### config.mk
export PLATFORM = sky130hd
export DESIGN_NAME = cpw_core
export DESIGN_NICKNAME = d
export VERILOG_FILES = /design/src/core/cpw_pkg.sv /design/src/core/cpw_core.sv
export SDC_FILE = /design/constraint.sdc
export NUM_CORES = 1
export LEC_CHECK = 0
export BUFFER_PORTS_ARGS = -buffer_cell sky130_fd_sc_hd__buf_2
export CORE_MARGIN = 2
export CORE_UTILIZATION = 43
export CTS_CLUSTER_SIZE = 14
export DETAILED_ROUTE_END_ITERATION = 16
export GPL_TIMING_DRIVEN = 0
export PLACE_DENSITY_LB_ADDON = 0.05
export SLEW_MARGIN = 20
export SYNTH_ARGS = -nofsm -noshare
export SYNTH_HDL_FRONTEND = slang
export SYNTH_SLANG_ARGS = --single-unit
export TNS_END_PERCENT = 30
### constraint.sdc
create_clock -name core_clk_i -period 1.9 [get_ports core_clk_i]
set_clock_uncertainty 0.1 [all_clocks]
set_input_delay 0.19 -clock core_clk_i [delete_from_list [all_inputs] [get_ports core_clk_i]]
set_output_delay 0.19 -clock core_clk_i [all_outputs]
set_load 0.03 [all_outputs]
### src/core/cpw_pkg.sv
/*
 * Package for the compare and PWM unit: register offsets, field positions,
 * mode encodings, reset values and the packed carriers shared by the core.
 * Assumes a single 20 MHz system clock and a plain register port.
 */
package cpw_pkg;

	// Register offsets on the plain register port
	localparam logic [3:0] CPW_OFS_CTRL = 4'h0;
	localparam logic [3:0] CPW_OFS_CMP_LO = 4'h1;
	localparam logic [3:0] CPW_OFS_CMP_HI = 4'h2;
	localparam logic [3:0] CPW_OFS_PERIOD = 4'h3;
	localparam logic [3:0] CPW_OFS_T2CTRL = 4'h4;
	localparam logic [3:0] CPW_OFS_T2CNT = 4'h5;
	localparam logic [3:0] CPW_OFS_T1LO = 4'h6;
	localparam logic [3:0] CPW_OFS_T1HI = 4'h7;
	localparam logic [3:0] CPW_OFS_STATUS = 4'h8;

	// Control register fields
	localparam int CPW_MODE_LSB = 0;
	localparam int CPW_DUTY_LO_LSB = 4;
	// Timer2 control fields
	localparam int CPW_T2_PRE_LSB = 0;
	localparam int CPW_T2_ON_BIT = 2;
	localparam int CPW_T2_POST_LSB = 3;
	// Status fields
	localparam int CPW_ST_EVENT_BIT = 0;
	localparam int CPW_ST_T1OVF_BIT = 1;
	localparam int CPW_ST_T2IF_BIT = 2;

	localparam logic [7:0] CPW_CTRL_RST = 8'h00;
	localparam logic [7:0] CPW_PERIOD_RST = 8'hFF;
	localparam logic [7:0] CPW_T2CTRL_RST = 8'h00;

	// Oscillator cycles per Timer2 input tick at prescale 1:1
	localparam int CPW_PHASES = 4;

	typedef enum logic [3:0] {
		CPW_M_OFF = 4'h0,
		CPW_M_TOGGLE = 4'h2,
		CPW_M_SET = 4'h8,
		CPW_M_CLEAR = 4'h9,
		CPW_M_SWINT = 4'hA,
		CPW_M_SPECIAL = 4'hB
	} cpw_mode_t;

	typedef enum logic [1:0] {
		CPW_PRE_1 = 2'h0,
		CPW_PRE_4 = 2'h1,
		CPW_PRE_16 = 2'h2
	} cpw_pre_t;

	// Register port request
	typedef struct packed {
		logic wr;
		logic rd;
		logic [3:0] addr;
		logic [7:0] wdata;
	} cpw_req_t;

	// Pin drive bundle
	typedef struct packed {
		logic drive;
		logic level;
	} cpw_pin_t;

endpackage
### src/core/cpw_core.sv
/*
 * Compare and PWM unit with its own Timer1 and Timer2 time bases, reached
 * over a plain register port. Assumes sleep_i and adc_enable_i come from
 * logic on core_clk_i; the port direction latch lives outside this block.
 */
module cpw_core
	import cpw_pkg::*;
(
	// Clock and reset
	input wire logic core_clk_i,
	input wire logic rst_b_i,
	// Register port
	input wire logic [3:0] reg_addr_i,
	input wire logic [7:0] reg_wdata_i,
	input wire logic reg_wr_i,
	input wire logic reg_rd_i,
	output logic [7:0] reg_rdata_o,
	// System
	input wire logic sleep_i,
	input wire logic adc_enable_i,
	output logic adc_start_o,
	output logic module_event_flag_o,
	// Output pin
	output logic module_output_pin_o,
	output logic module_output_pin_oe_o
);

	cpw_req_t req;
	logic [7:0] module_control_reg_q;
	logic [7:0] compare_low_or_duty_upper_q;
	logic [7:0] compare_high_or_duty_buffer_q;
	logic [1:0] duty_low_latch_q;
	logic [7:0] pwm_period_reg_q;
	logic [7:0] timer_two_control_reg_q;
	logic [7:0] timer_two_count_q;
	logic [3:0] pre_cnt_q;
	logic [1:0] phase_q;
	logic [7:0] timer_one_count_low_q;
	logic [7:0] timer_one_count_high_q;
	logic timer_one_overflow_flag_q;
	logic t2_match_flag_q;
	logic cmp_latch_q;
	logic pend_reset_q;
	logic module_event_flag_q;
	logic match_d_q;
	logic adc_start_q;
	cpw_pin_t pin_q;
	logic [7:0] rdata_q;

	logic [3:0] mode;
	logic is_pwm;
	logic is_cmp;
	logic t2_tick;
	logic t2_wrap;
	logic [1:0] base_low;
	logic [9:0] time_base;
	logic [9:0] duty_buf;
	logic [15:0] t1_count;
	logic [15:0] cmp_val;
	logic match;
	logic match_rise;
	logic run;
	logic [3:0] pre_div;
	logic t1_hold;
	logic t1_write;
	logic t1_wrap;
	logic clr_event;
	logic clr_t1ovf;
	logic clr_t2if;

	assign req = '{wr: reg_wr_i, rd: reg_rd_i, addr: reg_addr_i,
		wdata: reg_wdata_i};
	assign mode = module_control_reg_q[CPW_MODE_LSB +: 4];
	assign is_pwm = (mode[3:2] == 2'h3);
	assign is_cmp = (mode == CPW_M_TOGGLE) || (mode == CPW_M_SET) ||
		(mode == CPW_M_CLEAR) || (mode == CPW_M_SWINT) ||
		(mode == CPW_M_SPECIAL);
	assign run = !sleep_i;

	// Prescale divisor minus one; Timer2 ticks every 4 x prescale clocks
	always_comb begin
		case (timer_two_control_reg_q[CPW_T2_PRE_LSB +: 2])
			CPW_PRE_1: pre_div = 4'h0;
			CPW_PRE_4: pre_div = 4'h3;
			default: pre_div = 4'hF;
		endcase
	end

	assign t2_tick = run && timer_two_control_reg_q[CPW_T2_ON_BIT] &&
		(phase_q == 2'(CPW_PHASES - 1)) && (pre_cnt_q == pre_div);
	// Wrap on the increment after the count equals the period
	assign t2_wrap = t2_tick && (timer_two_count_q == pwm_period_reg_q);

	// Low time-base bits: oscillator phase at 1:1, else prescaler bits
	always_comb begin
		case (timer_two_control_reg_q[CPW_T2_PRE_LSB +: 2])
			CPW_PRE_1: base_low = phase_q;
			CPW_PRE_4: base_low = pre_cnt_q[1:0];
			default: base_low = pre_cnt_q[3:2];
		endcase
	end
	assign time_base = {timer_two_count_q, base_low};
	assign duty_buf = {compare_high_or_duty_buffer_q, duty_low_latch_q};

	assign t1_count = {timer_one_count_high_q, timer_one_count_low_q};
	assign cmp_val = {compare_high_or_duty_buffer_q,
		compare_low_or_duty_upper_q};
	assign match = is_cmp && (t1_count == cmp_val);
	assign match_rise = match && !match_d_q;

	// Special trigger holds Timer1 on the match value for one clock, so
	// the reset edge still sees the match unless software breaks it.
	// Without the hold the count would slip past the compare value
	// before the pending reset could act, and no period would result.
	assign t1_hold = (mode == CPW_M_SPECIAL) && match &&
		!pend_reset_q;

	// Software write to either Timer1 byte
	assign t1_write = req.wr &&
		(req.addr == CPW_OFS_T1LO || req.addr == CPW_OFS_T1HI);

	// Natural rollover only; trigger resets and holds never count
	assign t1_wrap = (t1_count == 16'hFFFF) && !t1_write && !t1_hold &&
		!(pend_reset_q && match);

	// Write-one-to-clear strobes of the status register
	assign clr_event = req.wr && req.addr == CPW_OFS_STATUS &&
		req.wdata[CPW_ST_EVENT_BIT];
	assign clr_t1ovf = req.wr && req.addr == CPW_OFS_STATUS &&
		req.wdata[CPW_ST_T1OVF_BIT];
	assign clr_t2if = req.wr && req.addr == CPW_OFS_STATUS &&
		req.wdata[CPW_ST_T2IF_BIT];

	// Control register; a zero write also clears the compare latch and releases the pin
	always_ff @(posedge core_clk_i) begin
		if (!rst_b_i) begin
			module_control_reg_q <= CPW_CTRL_RST;
		end else if (req.wr && req.addr == CPW_OFS_CTRL) begin
			module_control_reg_q <= req.wdata;
		end
	end

	// Compare low / duty upper bits, writable at any time
	always_ff @(posedge core_clk_i) begin
		if (!rst_b_i) begin
			compare_low_or_duty_upper_q <= 8'h00;
		end else if (req.wr && req.addr == CPW_OFS_CMP_LO) begin
			compare_low_or_duty_upper_q <= req.wdata;
		end
	end

	// Compare high in compare mode, duty buffer in PWM mode
	always_ff @(posedge core_clk_i) begin
		if (!rst_b_i) begin
			compare_high_or_duty_buffer_q <= 8'h00;
			duty_low_latch_q <= 2'h0;
		end else if (is_pwm) begin
			// Software writes are ignored: buffer is read-only here
			if (t2_wrap) begin
				compare_high_or_duty_buffer_q <=
					compare_low_or_duty_upper_q;
				duty_low_latch_q <=
					module_control_reg_q[CPW_DUTY_LO_LSB +: 2];
			end
		end else if (req.wr && req.addr == CPW_OFS_CMP_HI) begin
			compare_high_or_duty_buffer_q <= req.wdata;
		end
	end

	// Period and Timer2 control
	always_ff @(posedge core_clk_i) begin
		if (!rst_b_i) begin
			pwm_period_reg_q <= CPW_PERIOD_RST;
			timer_two_control_reg_q <= CPW_T2CTRL_RST;
		end else if (req.wr && req.addr == CPW_OFS_PERIOD) begin
			pwm_period_reg_q <= req.wdata;
		end else if (req.wr && req.addr == CPW_OFS_T2CTRL) begin
			// Postscaler bits are stored but never reach the time base
			timer_two_control_reg_q <= req.wdata;
		end
	end

	// Oscillator phase and prescaler; all frozen during sleep
	always_ff @(posedge core_clk_i) begin
		if (!rst_b_i) begin
			phase_q <= 2'h0;
			pre_cnt_q <= 4'h0;
		end else if (run && timer_two_control_reg_q[CPW_T2_ON_BIT]) begin
			phase_q <= phase_q + 2'h1;
			if (phase_q == 2'(CPW_PHASES - 1)) begin
				pre_cnt_q <= (pre_cnt_q == pre_div) ? 4'h0 :
					pre_cnt_q + 4'h1;
			end
		end
	end

	// Timer2 count
	always_ff @(posedge core_clk_i) begin
		if (!rst_b_i) begin
			timer_two_count_q <= 8'h00;
			t2_match_flag_q <= 1'b0;
		end else begin
			if (req.wr && req.addr == CPW_OFS_T2CNT) begin
				timer_two_count_q <= req.wdata;
			end else if (t2_wrap) begin
				timer_two_count_q <= 8'h00;
			end else if (t2_tick) begin
				timer_two_count_q <= timer_two_count_q + 8'h01;
			end
			// Set beats a same-cycle clear
			if (t2_wrap) begin
				t2_match_flag_q <= 1'b1;
			end else if (clr_t2if) begin
				t2_match_flag_q <= 1'b0;
			end
		end
	end

	// Timer1 runs one count per system clock outside sleep
	always_ff @(posedge core_clk_i) begin
		if (!rst_b_i) begin
			timer_one_count_low_q <= 8'h00;
			timer_one_count_high_q <= 8'h00;
			timer_one_overflow_flag_q <= 1'b0;
		end else begin
			if (req.wr && req.addr == CPW_OFS_T1LO) begin
				timer_one_count_low_q <= req.wdata;
			end else if (req.wr && req.addr == CPW_OFS_T1HI) begin
				timer_one_count_high_q <= req.wdata;
			end else if (run && pend_reset_q && match) begin
				// Trigger reset; overflow flag untouched
				{timer_one_count_high_q, timer_one_count_low_q} <=
					16'h0000;
			end else if (run && !t1_hold) begin
				{timer_one_count_high_q, timer_one_count_low_q} <=
					t1_count + 16'h0001;
			end
			// Set beats a same-cycle clear
			if (run && t1_wrap) begin
				timer_one_overflow_flag_q <= 1'b1;
			end else if (clr_t1ovf) begin
				timer_one_overflow_flag_q <= 1'b0;
			end
		end
	end

	// Special event trigger and pending Timer1 reset
	always_ff @(posedge core_clk_i) begin
		if (!rst_b_i) begin
			pend_reset_q <= 1'b0;
			match_d_q <= 1'b0;
			adc_start_q <= 1'b0;
		end else begin
			if (run) begin
				match_d_q <= match;
			end
			// Armed on a match while not pending, dropped again on the next clock outside sleep
			pend_reset_q <= run ? (mode == CPW_M_SPECIAL && match &&
				!pend_reset_q) : pend_reset_q;
			adc_start_q <= run && match_rise && mode == CPW_M_SPECIAL &&
				adc_enable_i;
		end
	end

	// Module event flag; set wins over a software clear
	always_ff @(posedge core_clk_i) begin
		if (!rst_b_i) begin
			module_event_flag_q <= 1'b0;
		end else if (run && match_rise) begin
			module_event_flag_q <= 1'b1;
		end else if (clr_event) begin
			module_event_flag_q <= 1'b0;
		end
	end

	// Compare output latch
	always_ff @(posedge core_clk_i) begin
		if (!rst_b_i) begin
			cmp_latch_q <= 1'b0;
		end else if (req.wr && req.addr == CPW_OFS_CTRL &&
			req.wdata == 8'h00) begin
			cmp_latch_q <= 1'b0;
		end else if (run && match_rise) begin
			case (mode)
				CPW_M_TOGGLE: cmp_latch_q <= !cmp_latch_q;
				CPW_M_SET: cmp_latch_q <= 1'b1;
				CPW_M_CLEAR: cmp_latch_q <= 1'b0;
				default: cmp_latch_q <= cmp_latch_q;
			endcase
		end
	end

	// Pin drive; duty above period never matches, so the pin stays set
	always_ff @(posedge core_clk_i) begin
		if (!rst_b_i || mode == CPW_M_OFF) begin
			pin_q <= '{drive: 1'b0, level: 1'b0};
		end else if (is_pwm) begin
			pin_q.drive <= 1'b1;
			if (!run) begin
				pin_q.level <= pin_q.level;
			end else if (t2_wrap) begin
				pin_q.level <= ({compare_low_or_duty_upper_q,
					module_control_reg_q[CPW_DUTY_LO_LSB +: 2]} !=
					10'h000);
			end else if (time_base == duty_buf) begin
				pin_q.level <= 1'b0;
			end
		end else begin
			pin_q.drive <= (mode == CPW_M_TOGGLE) || (mode == CPW_M_SET) ||
				(mode == CPW_M_CLEAR);
			pin_q.level <= cmp_latch_q;
		end
	end

	// Read data one cycle after the strobe
	always_ff @(posedge core_clk_i) begin
		if (!rst_b_i) begin
			rdata_q <= 8'h00;
		end else if (req.rd) begin
			case (req.addr)
				CPW_OFS_CTRL: rdata_q <= module_control_reg_q;
				CPW_OFS_CMP_LO: rdata_q <= compare_low_or_duty_upper_q;
				CPW_OFS_CMP_HI: rdata_q <= compare_high_or_duty_buffer_q;
				CPW_OFS_PERIOD: rdata_q <= pwm_period_reg_q;
				CPW_OFS_T2CTRL: rdata_q <= timer_two_control_reg_q;
				CPW_OFS_T2CNT: rdata_q <= timer_two_count_q;
				CPW_OFS_T1LO: rdata_q <= timer_one_count_low_q;
				CPW_OFS_T1HI: rdata_q <= timer_one_count_high_q;
				CPW_OFS_STATUS: rdata_q <= {5'h00, t2_match_flag_q,
					timer_one_overflow_flag_q, module_event_flag_q};
				default: rdata_q <= 8'h00;
			endcase
		end else begin
			rdata_q <= 8'h00;
		end
	end

	assign reg_rdata_o = rdata_q;
	assign adc_start_o = adc_start_q;
	assign module_event_flag_o = module_event_flag_q;
	assign module_output_pin_o = pin_q.level;
	assign module_output_pin_oe_o = pin_q.drive;

endmodule

==> results of run 1 <==
final timing paths:
| path | startpoint | end | cells after the start | slack, ns |
|---|---|---|---|---|
| worst min register to register | timer_one_overflow_flag_q | timer_one_overflow_flag_q | 2 | 0.36 |
| worst min-delay path | reg_addr_i[3] | reg_rdata_o[7] | 3 | 0.22 |
| worst max-delay path | timer_one_count_low_q[5] | timer_one_count_high_q[7] | 7 | -0.14 |
| worst max register to register | timer_one_count_low_q[5] | timer_one_count_high_q[7] | 7 | -0.14 |
layer usage:
layer	vias to the layer above	track usage, %	share of wire (%)
met4	0	10.2	2.6
met1	2467	43.8	48
li1	2400	-	-
met2	248	42.2	42
met3	34	4.74	7.6
met5	-	0	0
worst max-delay path, stage by stage (launching register included):
cell	delay, ns
dfxtp_1	0.30
buf_2	0.21
and3_1	0.26
and3_1	0.21
nand2_1	0.09
or3_1	0.40
o31a_1	0.27
o22ai_2	0.11
logic make-up (layout without fill, tap and decap cells):
family,after synthesis,after routing,synth area share [%]
and+or+nand+nor,245,245,23.1
AOI/OAI and AO/OA,141,141,19.3
DFF,89,89,33.5
buffers and inverters,64,115,5.46
muxes,56,56,11.2
xor gates and xnor gates,39,39,6.43
adders and majority gates,4,4,0.941
sequential cells by signal (all words and copies together) (netlist names), 2 cells and up:
register	count
timer_two_control_reg_q	8
compare_high_or_duty_buffer_q	8
duty_low_latch_q	2
compare_low_or_duty_upper_q	8
timer_two_count_q	8
timer_one_count_high_q	8
phase_q	2
module_control_reg_q	8
reg_rdata_o	8
timer_one_count_low_q	8
pwm_period_reg_q	8
pre_cnt_q	4
metrics by stage:
| stage | instances | utilization (%) | total power (W) | hold slack, ns | TNS, ns |
|---|---|---|---|---|---|
| 6_report | 857 | 52.6 | 0.00439 | 0.215 | -2.07 |
| 4_1_cts | 855 | 51.6 | 0.00439 | 0.198 | -2.81 |
| 2_1_floorplan | 638 | - | 0.00225 | 0.208 | 0 |
| 3_5_place_dp | 824 | 46.6 | 0.00240 | 0.318 | -9.69 |
| 5_1_grt | 857 | 52.6 | 0.00452 | 0.230 | -5.61 |
| 3_3_place_gp | 824 | 46.6 | 0.00240 | 0.320 | -10.18 |
power groups by stage:
stage	logic (W)	registers, W	clock network, W
final	0.000475	0.00193	0.00198
after global routing	0.000504	0.00193	0.00209
after CTS	0.000457	0.00193	0.00200
after detailed placement	0.000426	0.00197	0
after global placement	0.000426	0.00197	0
after floorplan	0.000289	0.00196	0
Yosys cell counts (13+ instances only):
library cell / number
nor2_1: 65
xor2_1: 31
a21oi_1: 42
clkbuf_1: 22
buf_2: 25
mux2i_1: 47
nand2_1: 64
nand3_1: 31
o21ai_0: 14
dfxtp_1: 89
nor2b_1: 19
nor4_1: 13
area by class of cell:
type                            instances  area (um2)
Timing Repair Buffer                   43         299
Sequential cell                        89        1830
Clock buffer                           11         253
Multi-Input combinational cell        485        3400
Clock inverter                          4        76.3
Buffer                                 49         245
Fill cell                            1141        5720
Inverter                                8        30.0
Tap cell                              168         210
what timing repair did:
| action | 4_1_cts | 5_1_grt |
|---|---|---|
| setup buffers | 19 | 5 |
| hold endpoints to repair | 1 | 0 |
| pin swaps | 30 | 10 |
| hold buffers | 1 | 0 |
| resized for setup | 46 | 28 |
| endpoints found under the setup margin | 39 | 39 |
cell usage in the layout, fill, tap and decap left out, types with 4 or more instances in the layout:
master,synthesis,routed
a211oi_1,4,4
a21oi_1,42,42
a221oi_2,0,4
a22o_1,4,4
a22oi_1,5,5
a311oi_1,7,6
a31oi_1,9,9
and3_1,10,10
buf_1,6,6
buf_2,25,34
buf_4,1,20
buf_6,2,10
clkbuf_1,22,21
clkbuf_16,0,9
dfxtp_1,89,61
dfxtp_2,0,23
dfxtp_4,0,5
ha_1,4,4
inv_1,8,8
mux2_2,7,7
mux2i_1,47,47
nand2_1,64,64
nand3_1,31,31
nand4_1,5,5
nor2_1,65,63
nor2b_1,19,19
nor3_1,12,11
nor4_1,13,11
nor4_2,3,4
o21ai_0,14,13
o22ai_1,12,9
xnor2_1,8,8
xor2_1,31,29
==> impl_metrics.py, run 1 <==
metrics = {
    "timing": {
        "rsz0062_at_grt": "yes",
        "setup_viol": 31,
        "final_max_slew_viol_count": 0,
        "fmax_mhz": 491,
        "setup_ws_ns": -0.136,
        "fin_crit_sh_pct": 107,
        "worst_slew_pin_slew_ns": 0.915,
        "finalCriticalPeriod_ns": 2.04,
        "max_slew_margin_pct": 39.0,
        "hold_viol_final": 0,
    },
    "synthesis": {
        "synth_cell_type_count": 69,
        "synth_area_um2": 5320,
        "ys_seq_elements": 89,
        "synth-main-ff-cell": "dfxtp_1",
        "seq_area_frac_synth_pct": 33.5,
        "synthTopCellsByArea": "dfxtp_1 (34%), mux2i_1 (8.8%), xor2_1 (5.1%)",
        "synth_edf_count": 0,
        "async_flop_share_pct": 0,
        "syn_nets": 660,
        "synth_top_area_cell": "dfxtp_1",
        "ys_warn_count": 0,
        "syn_area_per_cell_um2": 8.33,
        "netlist.area_leader.share_pct": 33.5,
        "synthCells": 638,
    },
    "die": {
        "ios": 30,
        "die_h_um": 115,
        "die_w_um": 115,
        "start_util_pct": 44.1,
        "coreArea_um2": 12100,
        "rows": 40,
        "dieArea_um2": 13300,
    },
    "clock_tree": {
        "clock_latency_ns": 0.35,
        "cts_max_level": 3,
        "clk_pin_slew_worst_paths_ns": 0.07,
        "cts.sinks": 89,
        "cts_buffers": 9,
        "cts_tree": "built",
        "cts.path.max_buffers": 2,
        "ctsRootBufferMaster": "clkbuf_16",
    },
    "placement": {
        "globalplace.congestion": 0.934,
        "hpwl_mm": 13.1,
        "dp_slack_ns": -0.350,
        "place_area_um2": 5620,
        "numPortBuffers": 18,
    },
    "power_and_ir_drop": {
        "power.density_nw_per_um2": 692,
        "p_comb_share_pct": 10.8,
        "p_sw_w": 0.00112,
        "irDropWorstVdd_uv": 477,
        "p_leak_nw": 2.66,
        "seqPwrFrac_pct": 44.1,
        "clockPowerShare_pct": 45.1,
        "p_int_w": 0.00327,
        "p_sw_share_pct": 25.5,
    },
    "drt": {
        "post_drt_wl_per_cell_um": 21.8,
        "vias_per_cell": 6.01,
        "routed_wirelength_mm": 18.7,
        "drt.antenna.violating_nets": 0,
        "drtIter0Drc": 610,
        "drt_pass1_iterations": 5,
        "drcViolationCount": 0,
        "vias": 5149,
    },
    "worst_setup_path": {
        "required_ns": 2.07,
        "start_kind": "register",
        "cp_max_fo": 7,
        "end_kind": "register",
        "timing_worst_setup_path_type": "register to register",
        "cp.arrival_ns": 2.21,
    },
    "global_routing": {
        "grt_start_max_net_pins": 15,
        "grt_use_total_pct": 29.2,
        "grt_pass1_wl_mm": 28.8,
        "grt_pass1_vias": 4761,
        "antenna_found_initial": 0,
        "grt.overflow.total": 0,
    },
    "hold_path": {
        "hold_path_class": "primary input to register",
    },
    "job": {
        "drv_cap": 0,
    },
    "layout": {
        "layout.nets": 707,
        "area_delta_synth_final_pct": 19.3,
        "finish.instance_area_um2": 6340,
        "drive_gt1_share_pct": 22.6,
        "diodes": 0,
    },
    "run_status": {
        "run_status": "finished, violations left",
        "violations": "negative setup slack",
    },
}
No activity file was read; power rests on OpenSTA's default activity.
==> inputs of run 2 (changes only) <==
--- a/config.mk
+++ b/config.mk
@@ -8,6 +8,7 @@
 export BUFFER_PORTS_ARGS = -buffer_cell sky130_fd_sc_hd__buf_2
 export CORE_MARGIN = 2
 export CORE_UTILIZATION = 43
+export CTS_BUF_LIST = sky130_fd_sc_hd__clkbuf_8
 export CTS_CLUSTER_SIZE = 14
 export DETAILED_ROUTE_END_ITERATION = 16
 export GPL_TIMING_DRIVEN = 0
==> run 2 against run 1 <==
  * Largest power group is now sequential cells
  * Clock power down 23%
  * The run still ends with negative setup slack left
  * Global-route usage up 0.39 points
  * Sequential share of layout area up 0.66 points
  * Die area unchanged
  * Worst setup slack worse by 0.066 ns
  * Via count up 0.12%
  * First-iteration DRC count up 3.0%
==> impl_metrics.py, run 2 (same netlist as run 1, synthesis figures left out) <==
metrics = {
    "power_and_ir_drop": {
        "finalPower_w": 0.00394,
        "clockPowerShare_pct": 38.6,
        "p_sw_w": 0.00108,
        "p_int_w": 0.00286,
        "p_sw_share_pct": 27.4,
        "p_leak_nw": 2.61,
        "seqPwrFrac_pct": 49.0,
        "irDropWorstVdd_uv": 381,
        "power.density_nw_per_um2": 631,
        "p_comb_share_pct": 12.4,
    },
    "drt": {
        "vias": 5155,
        "vias_per_cell": 6.01,
        "drt.antenna.violating_nets": 0,
        "drt_pass1_iterations": 5,
        "drtIter0Drc": 628,
        "post_drt_wl_per_cell_um": 22.2,
        "routed_wirelength_mm": 19.0,
        "drcViolationCount": 0,
    },
    "global_routing": {
        "grt_pass1_wl_mm": 29.1,
        "grt.overflow.total": 0,
        "grt_pass1_vias": 4723,
        "grt_start_max_net_pins": 15,
        "grt_use_total_pct": 29.6,
        "antenna_found_initial": 0,
    },
    "die": {
        "dieArea_um2": 13300,
        "die_h_um": 115,
        "ios": 30,
        "start_util_pct": 44.1,
        "die_w_um": 115,
        "rows": 40,
        "coreArea_um2": 12100,
    },
    "placement": {
        "numPortBuffers": 18,
        "hpwl_mm": 13.1,
        "dp.cells": 824,
        "dp_slack_ns": -0.350,
        "globalplace.congestion": 0.934,
    },
    "clock_tree": {
        "cts.path.max_buffers": 2,
        "cts_max_level": 3,
        "clk_pin_slew_worst_paths_ns": 0.09,
        "clock_latency_ns": 0.39,
        "cts_buffers": 9,
        "ctsRootBufferMaster": "clkbuf_8",
        "cts_tree": "built",
        "cts.sinks": 89,
    },
    "timing": {
        "fin_crit_sh_pct": 111,
        "rsz0062_at_grt": "yes",
        "setup_ws_ns": -0.202,
        "whs_ns": 0.189,
        "final_max_slew_viol_count": 0,
        "max_slew_margin_pct": 37.4,
        "worst_slew_pin_slew_ns": 0.939,
        "finalCriticalPeriod_ns": 2.10,
        "setup_viol": 35,
        "timing.setup.tns_ns": -3.10,
        "fmax_mhz": 476,
        "hold_viol_final": 0,
    },
    "layout": {
        "drive_gt1_share_pct": 23.6,
        "area_delta_synth_final_pct": 17.3,
        "nFillCells": 1154,
        "final_cell_mix": "nand2_1 (64), nor2_1 (64), dfxtp_1 (57)",
        "layout.nets": 708,
        "diodes": 0,
        "final_cell_count_no_fill": 858,
    },
    "run_status": {
        "violations": "negative setup slack",
        "run_status": "finished, violations left",
    },
    "worst_setup_path": {
        "end_kind": "register",
        "timing_worst_setup_path_type": "register to register",
        "cp_max_fo": 9,
        "start_kind": "register",
        "required_ns": 2.11,
        "cp.arrival_ns": 2.31,
    },
    "hold_path": {
        "hold_path_class": "primary input to register",
    },
    "job": {
        "drv_cap": 0,
    },
}
==> run 2: cell count changes in the layout (fill, tap and decap cells not counted), moves of 2 or more <==
cell,before,now
clkbuf_16,9,0
clkbuf_8,2,11
buf_4,20,25
buf_6,10,6
dfxtp_1,61,57
dfxtp_2,23,25
dfxtp_4,5,7
nor4_2,4,6
==> run 2: metal layers <==
layer | global-route usage [%] | vias to the layer above | share of wire (%)
met3 | 5.69 | 29 | 7.6
met2 | 42.8 | 222 | 43
li1 | - | 2397 | -
met5 | 0 | - | 0
met1 | 43.9 | 2507 | 48
met4 | 10.0 | 0 | 2.2
==> run 2: path summary, 6_finish.rpt <==
kind,startpoint,end,slack (ns),cells after the start
worst min-delay path,reg_addr_i[3],reg_rdata_o[7],0.19,3
worst max register to register,module_control_reg_q[1],timer_one_count_high_q[6],-0.20,7
worst min register to register,t2_match_flag_q,t2_match_flag_q,0.37,2
worst max-delay path,module_control_reg_q[1],timer_one_count_high_q[6],-0.20,7
==> run 2: critical path: stages (launching register included) <==
cell and delay, ns:
dfxtp_1 0.31, buf_4 0.16, nor2b_1 0.13, o2111a_1 0.27, and2_4 0.20, a31oi_2 0.47
a21oi_1 0.17, o32ai_2 0.21
==> run 2: power groups by stage <==
| stage | sequential [W] | combinational (W) | clock (W) |
|---|---|---|---|
| global route | 0.00193 | 0.000517 | 0.00163 |
| CTS | 0.00193 | 0.000465 | 0.00155 |
| floorplan | 0.00196 | 0.000289 | 0 |
| finish | 0.00193 | 0.000488 | 0.00152 |
| global placement | 0.00197 | 0.000426 | 0 |
| detailed placement | 0.00197 | 0.000426 | 0 |
==> run 2: area by class of cell <==
| cell class | count | area, um2 | area share [%] |
|---|---|---|---|
| clock buffers | 11 | 151 | 2.43 |
| flip-flops and latches | 89 | 1840 | 29.5 |
| plain buffers | 50 | 248 | 3.97 |
| repair buffers | 43 | 289 | 4.64 |
| inverters | 8 | 30.0 | 0.482 |
| well taps | 168 | 210 | 3.37 |
| clock inverters | 4 | 76.3 | 1.22 |
| multi-input cells | 485 | 3390 | 54.4 |
==> run 2: through the flow <==
stage / utilization, % / area [um2]
6_report: 51.7 / 6230
2_1_floorplan: - / 5320
3_5_place_dp: 46.6 / 5620
4_1_cts: 51.0 / 6150
5_1_grt: 51.7 / 6230
3_3_place_gp: 46.6 / 5620
==> run 2: repair_timing <==
action / 4_1_cts / 5_1_grt
setup buffers: 20 / 3
pin swaps: 29 / 10
gates cloned: 1 / 0
hold endpoints to repair: 1 / 0
hold buffers: 1 / 0
resized for setup: 59 / 19
setup endpoints to repair: 39 / 43
==> inputs of run 3 (changes only) <==
--- a/config.mk
+++ b/config.mk
@@ -13,6 +13,7 @@
 export DETAILED_ROUTE_END_ITERATION = 16
 export GPL_TIMING_DRIVEN = 0
 export PLACE_DENSITY_LB_ADDON = 0.05
+export SETUP_SLACK_MARGIN = 0.2
 export SLEW_MARGIN = 20
 export SYNTH_ARGS = -nofsm -noshare
 export SYNTH_HDL_FRONTEND = slang
==> run 3 against run 2 <==
  * Critical path depth grew 1
  * Highest routed layer unchanged
  * Global-route usage down 0.94 points
  * Sequential power about the same
  * Sequential cell count unchanged
  * Maximum frequency shrank 3.5%
  * Largest cell class unchanged
  * Non-clock buffer count grew 13
  * Clock power shrank 16%
  * The run still ends with negative setup slack left
  * Die area is the same
  * Power is 5.1% lower
  * Clock-buffer cell count fell by 2
==> impl_metrics.py, run 3 (same netlist as run 1, synthesis figures left out) <==
metrics = {
    "placement": {
        "numPortBuffers": 18,
        "dp_slack_ns": -0.409,
        "hpwl_mm": 13.2,
        "dp.cells": 824,
        "globalplace.congestion": 0.911,
    },
    "layout": {
        "nFillCells": 1157,
        "area_delta_synth_final_pct": 21.9,
        "final_common_cell": "nand2_1",
        "diodes": 0,
        "final_cell_count_no_fill": 872,
        "drive_gt1_share_pct": 26.7,
        "final_cell_mix": "nand2_1 (64), nor2_1 (63), dfxtp_1 (62)",
        "layout.nets": 721,
        "utilization_pct": 53.7,
    },
    "power_and_ir_drop": {
        "p_sw_share_pct": 31.2,
        "seqPwrFrac_pct": 51.8,
        "power.density_nw_per_um2": 576,
        "clockPowerShare_pct": 34.0,
        "p_sw_w": 0.00117,
        "p_comb_share_pct": 14.2,
        "irDropWorstVdd_uv": 442,
        "p_int_w": 0.00257,
        "p_leak_nw": 2.69,
    },
    "drt": {
        "post_drt_wl_per_cell_um": 21.8,
        "vias": 5270,
        "drt.antenna.violating_nets": 0,
        "drcViolationCount": 0,
        "drt_pass1_iterations": 5,
        "vias_per_cell": 6.04,
        "drtIter0Drc": 404,
        "routed_wirelength_mm": 19.0,
    },
    "hold_path": {
        "hold_path_class": "primary input to register",
    },
    "worst_setup_path": {
        "start_kind": "register",
        "path_delay_family": "simple AND/OR/NAND/NOR gates",
        "cp_slowest_cell": "o311ai_4",
        "cp.buffers_inverters": 2,
        "cp.arrival_ns": 2.34,
        "max_stage_delay_ns": 0.40,
        "required_ns": 2.06,
        "end_kind": "register",
        "timing_worst_setup_path_type": "register to register",
        "cp_max_fo": 9,
        "path_cells": "buf_4 -> xor2_1 -> nor4_2 -> buf_4 -> and3_4 -> nand2_4 -> o311ai_4 -> o22ai_1",
        "crit_top_cell": "buf_4",
    },
    "die": {
        "dieArea_um2": 13300,
        "ios": 30,
        "start_util_pct": 44.1,
        "coreArea_um2": 12100,
        "die_w_um": 115,
        "die_h_um": 115,
        "rows": 40,
    },
    "timing": {
        "max_slew_margin_pct": 37.9,
        "setup_ws_ns": -0.279,
        "worst_slew_pin_slew_ns": 0.932,
        "finalCriticalPeriod_ns": 2.18,
        "final_max_slew_viol_count": 0,
        "fmax_mhz": 459,
        "rsz0062_at_grt": "yes",
        "fin_crit_sh_pct": 115,
        "hold_viol_final": 0,
        "setup_viol": 40,
    },
    "global_routing": {
        "grt_start_max_net_pins": 17,
        "grt_pass1_vias": 4624,
        "grt.overflow.total": 0,
        "antenna_found_initial": 0,
        "grt_use_total_pct": 28.7,
        "grt_pass1_wl_mm": 28.1,
    },
    "clock_tree": {
        "cts_max_level": 3,
        "cts_buffers": 9,
        "cts.path.max_buffers": 2,
        "cts_tree": "built",
        "clk_pin_slew_worst_paths_ns": 0.09,
        "ctsRootBufferMaster": "clkbuf_8",
        "clock_latency_ns": 0.39,
        "cts.sinks": 89,
    },
    "run_status": {
        "run_status": "finished, violations left",
        "violations": "negative setup slack",
    },
    "job": {
        "drv_cap": 0,
    },
}
-- run 3: per-stage QoR --
step / total power [W] / setup TNS (ns) / hold WS, ns / instance area [um2]
finish: 0.00373 / -7.20 / 0.176 / 6480
global route: 0.00385 / -9.86 / 0.167 / 6480
CTS: 0.00367 / -5.50 / 0.150 / 6080
detailed placement: 0.00240 / -12.22 / 0.319 / 5630
global placement: 0.00240 / -11.82 / 0.318 / 5630
floorplan: 0.00225 / 0 / 0.208 / 5330
-- run 3: timing repair --
action	CTS	global route
hold buffers	1	0
endpoints found under the hold margin	1	0
resized for setup	35	76
endpoints found under the setup margin	46	66
buffers inserted	14	16
pin swaps	19	31
cloned	1	0
-- run 3: path summary, 6_finish.rpt --
kind,cells after the start,slack (ns),endpoint,start
worst max-delay path,8,-0.28,timer_one_count_low_q[4],timer_one_count_low_q[2]
worst min-delay path,3,0.18,reg_rdata_o[7],reg_addr_i[3]
worst max register to register,8,-0.28,timer_one_count_low_q[4],timer_one_count_low_q[2]
worst min register to register,2,0.37,t2_match_flag_q,t2_match_flag_q
-- run 3: power groups by stage --
stage	clock (W)	combinational (W)	sequential, W
floorplan	0	0.000291	0.00196
global placement	0	0.000427	0.00197
detailed placement	0	0.000428	0.00197
CTS	0.00128	0.000458	0.00193
global route	0.00135	0.000562	0.00193
finish	0.00127	0.000530	0.00193
-- run 3: tightest hold or removal path: cells and delay by family --
family | cells | cell delay (ns)
buffers and inverters | 2 | 0.33
and+or+nand+nor | 1 | 0.08
-- run 3: metal layers --
| metal | GRT usage (%) | up-vias | share of wire [%] |
|---|---|---|---|
| met5 | 0 | - | 0 |
| met4 | 9.72 | 0 | 2.8 |
| met3 | 5.27 | 37 | 9.0 |
| met2 | 42.3 | 276 | 42 |
| met1 | 42.0 | 2527 | 46 |
| li1 | - | 2430 | - |
-- run 3: area by class of cell --
cell class	count	area, um2	share of cell area (%)
Buffer	56	333	5.14
Clock buffer	9	124	1.91
Clock inverter	7	53.8	0.830
Inverter	8	30.0	0.463
Multi-Input combinational cell	485	3520	54.3
Sequential cell	89	1820	28.1
Tap cell	168	210	3.24
Timing Repair Buffer	50	392	6.04
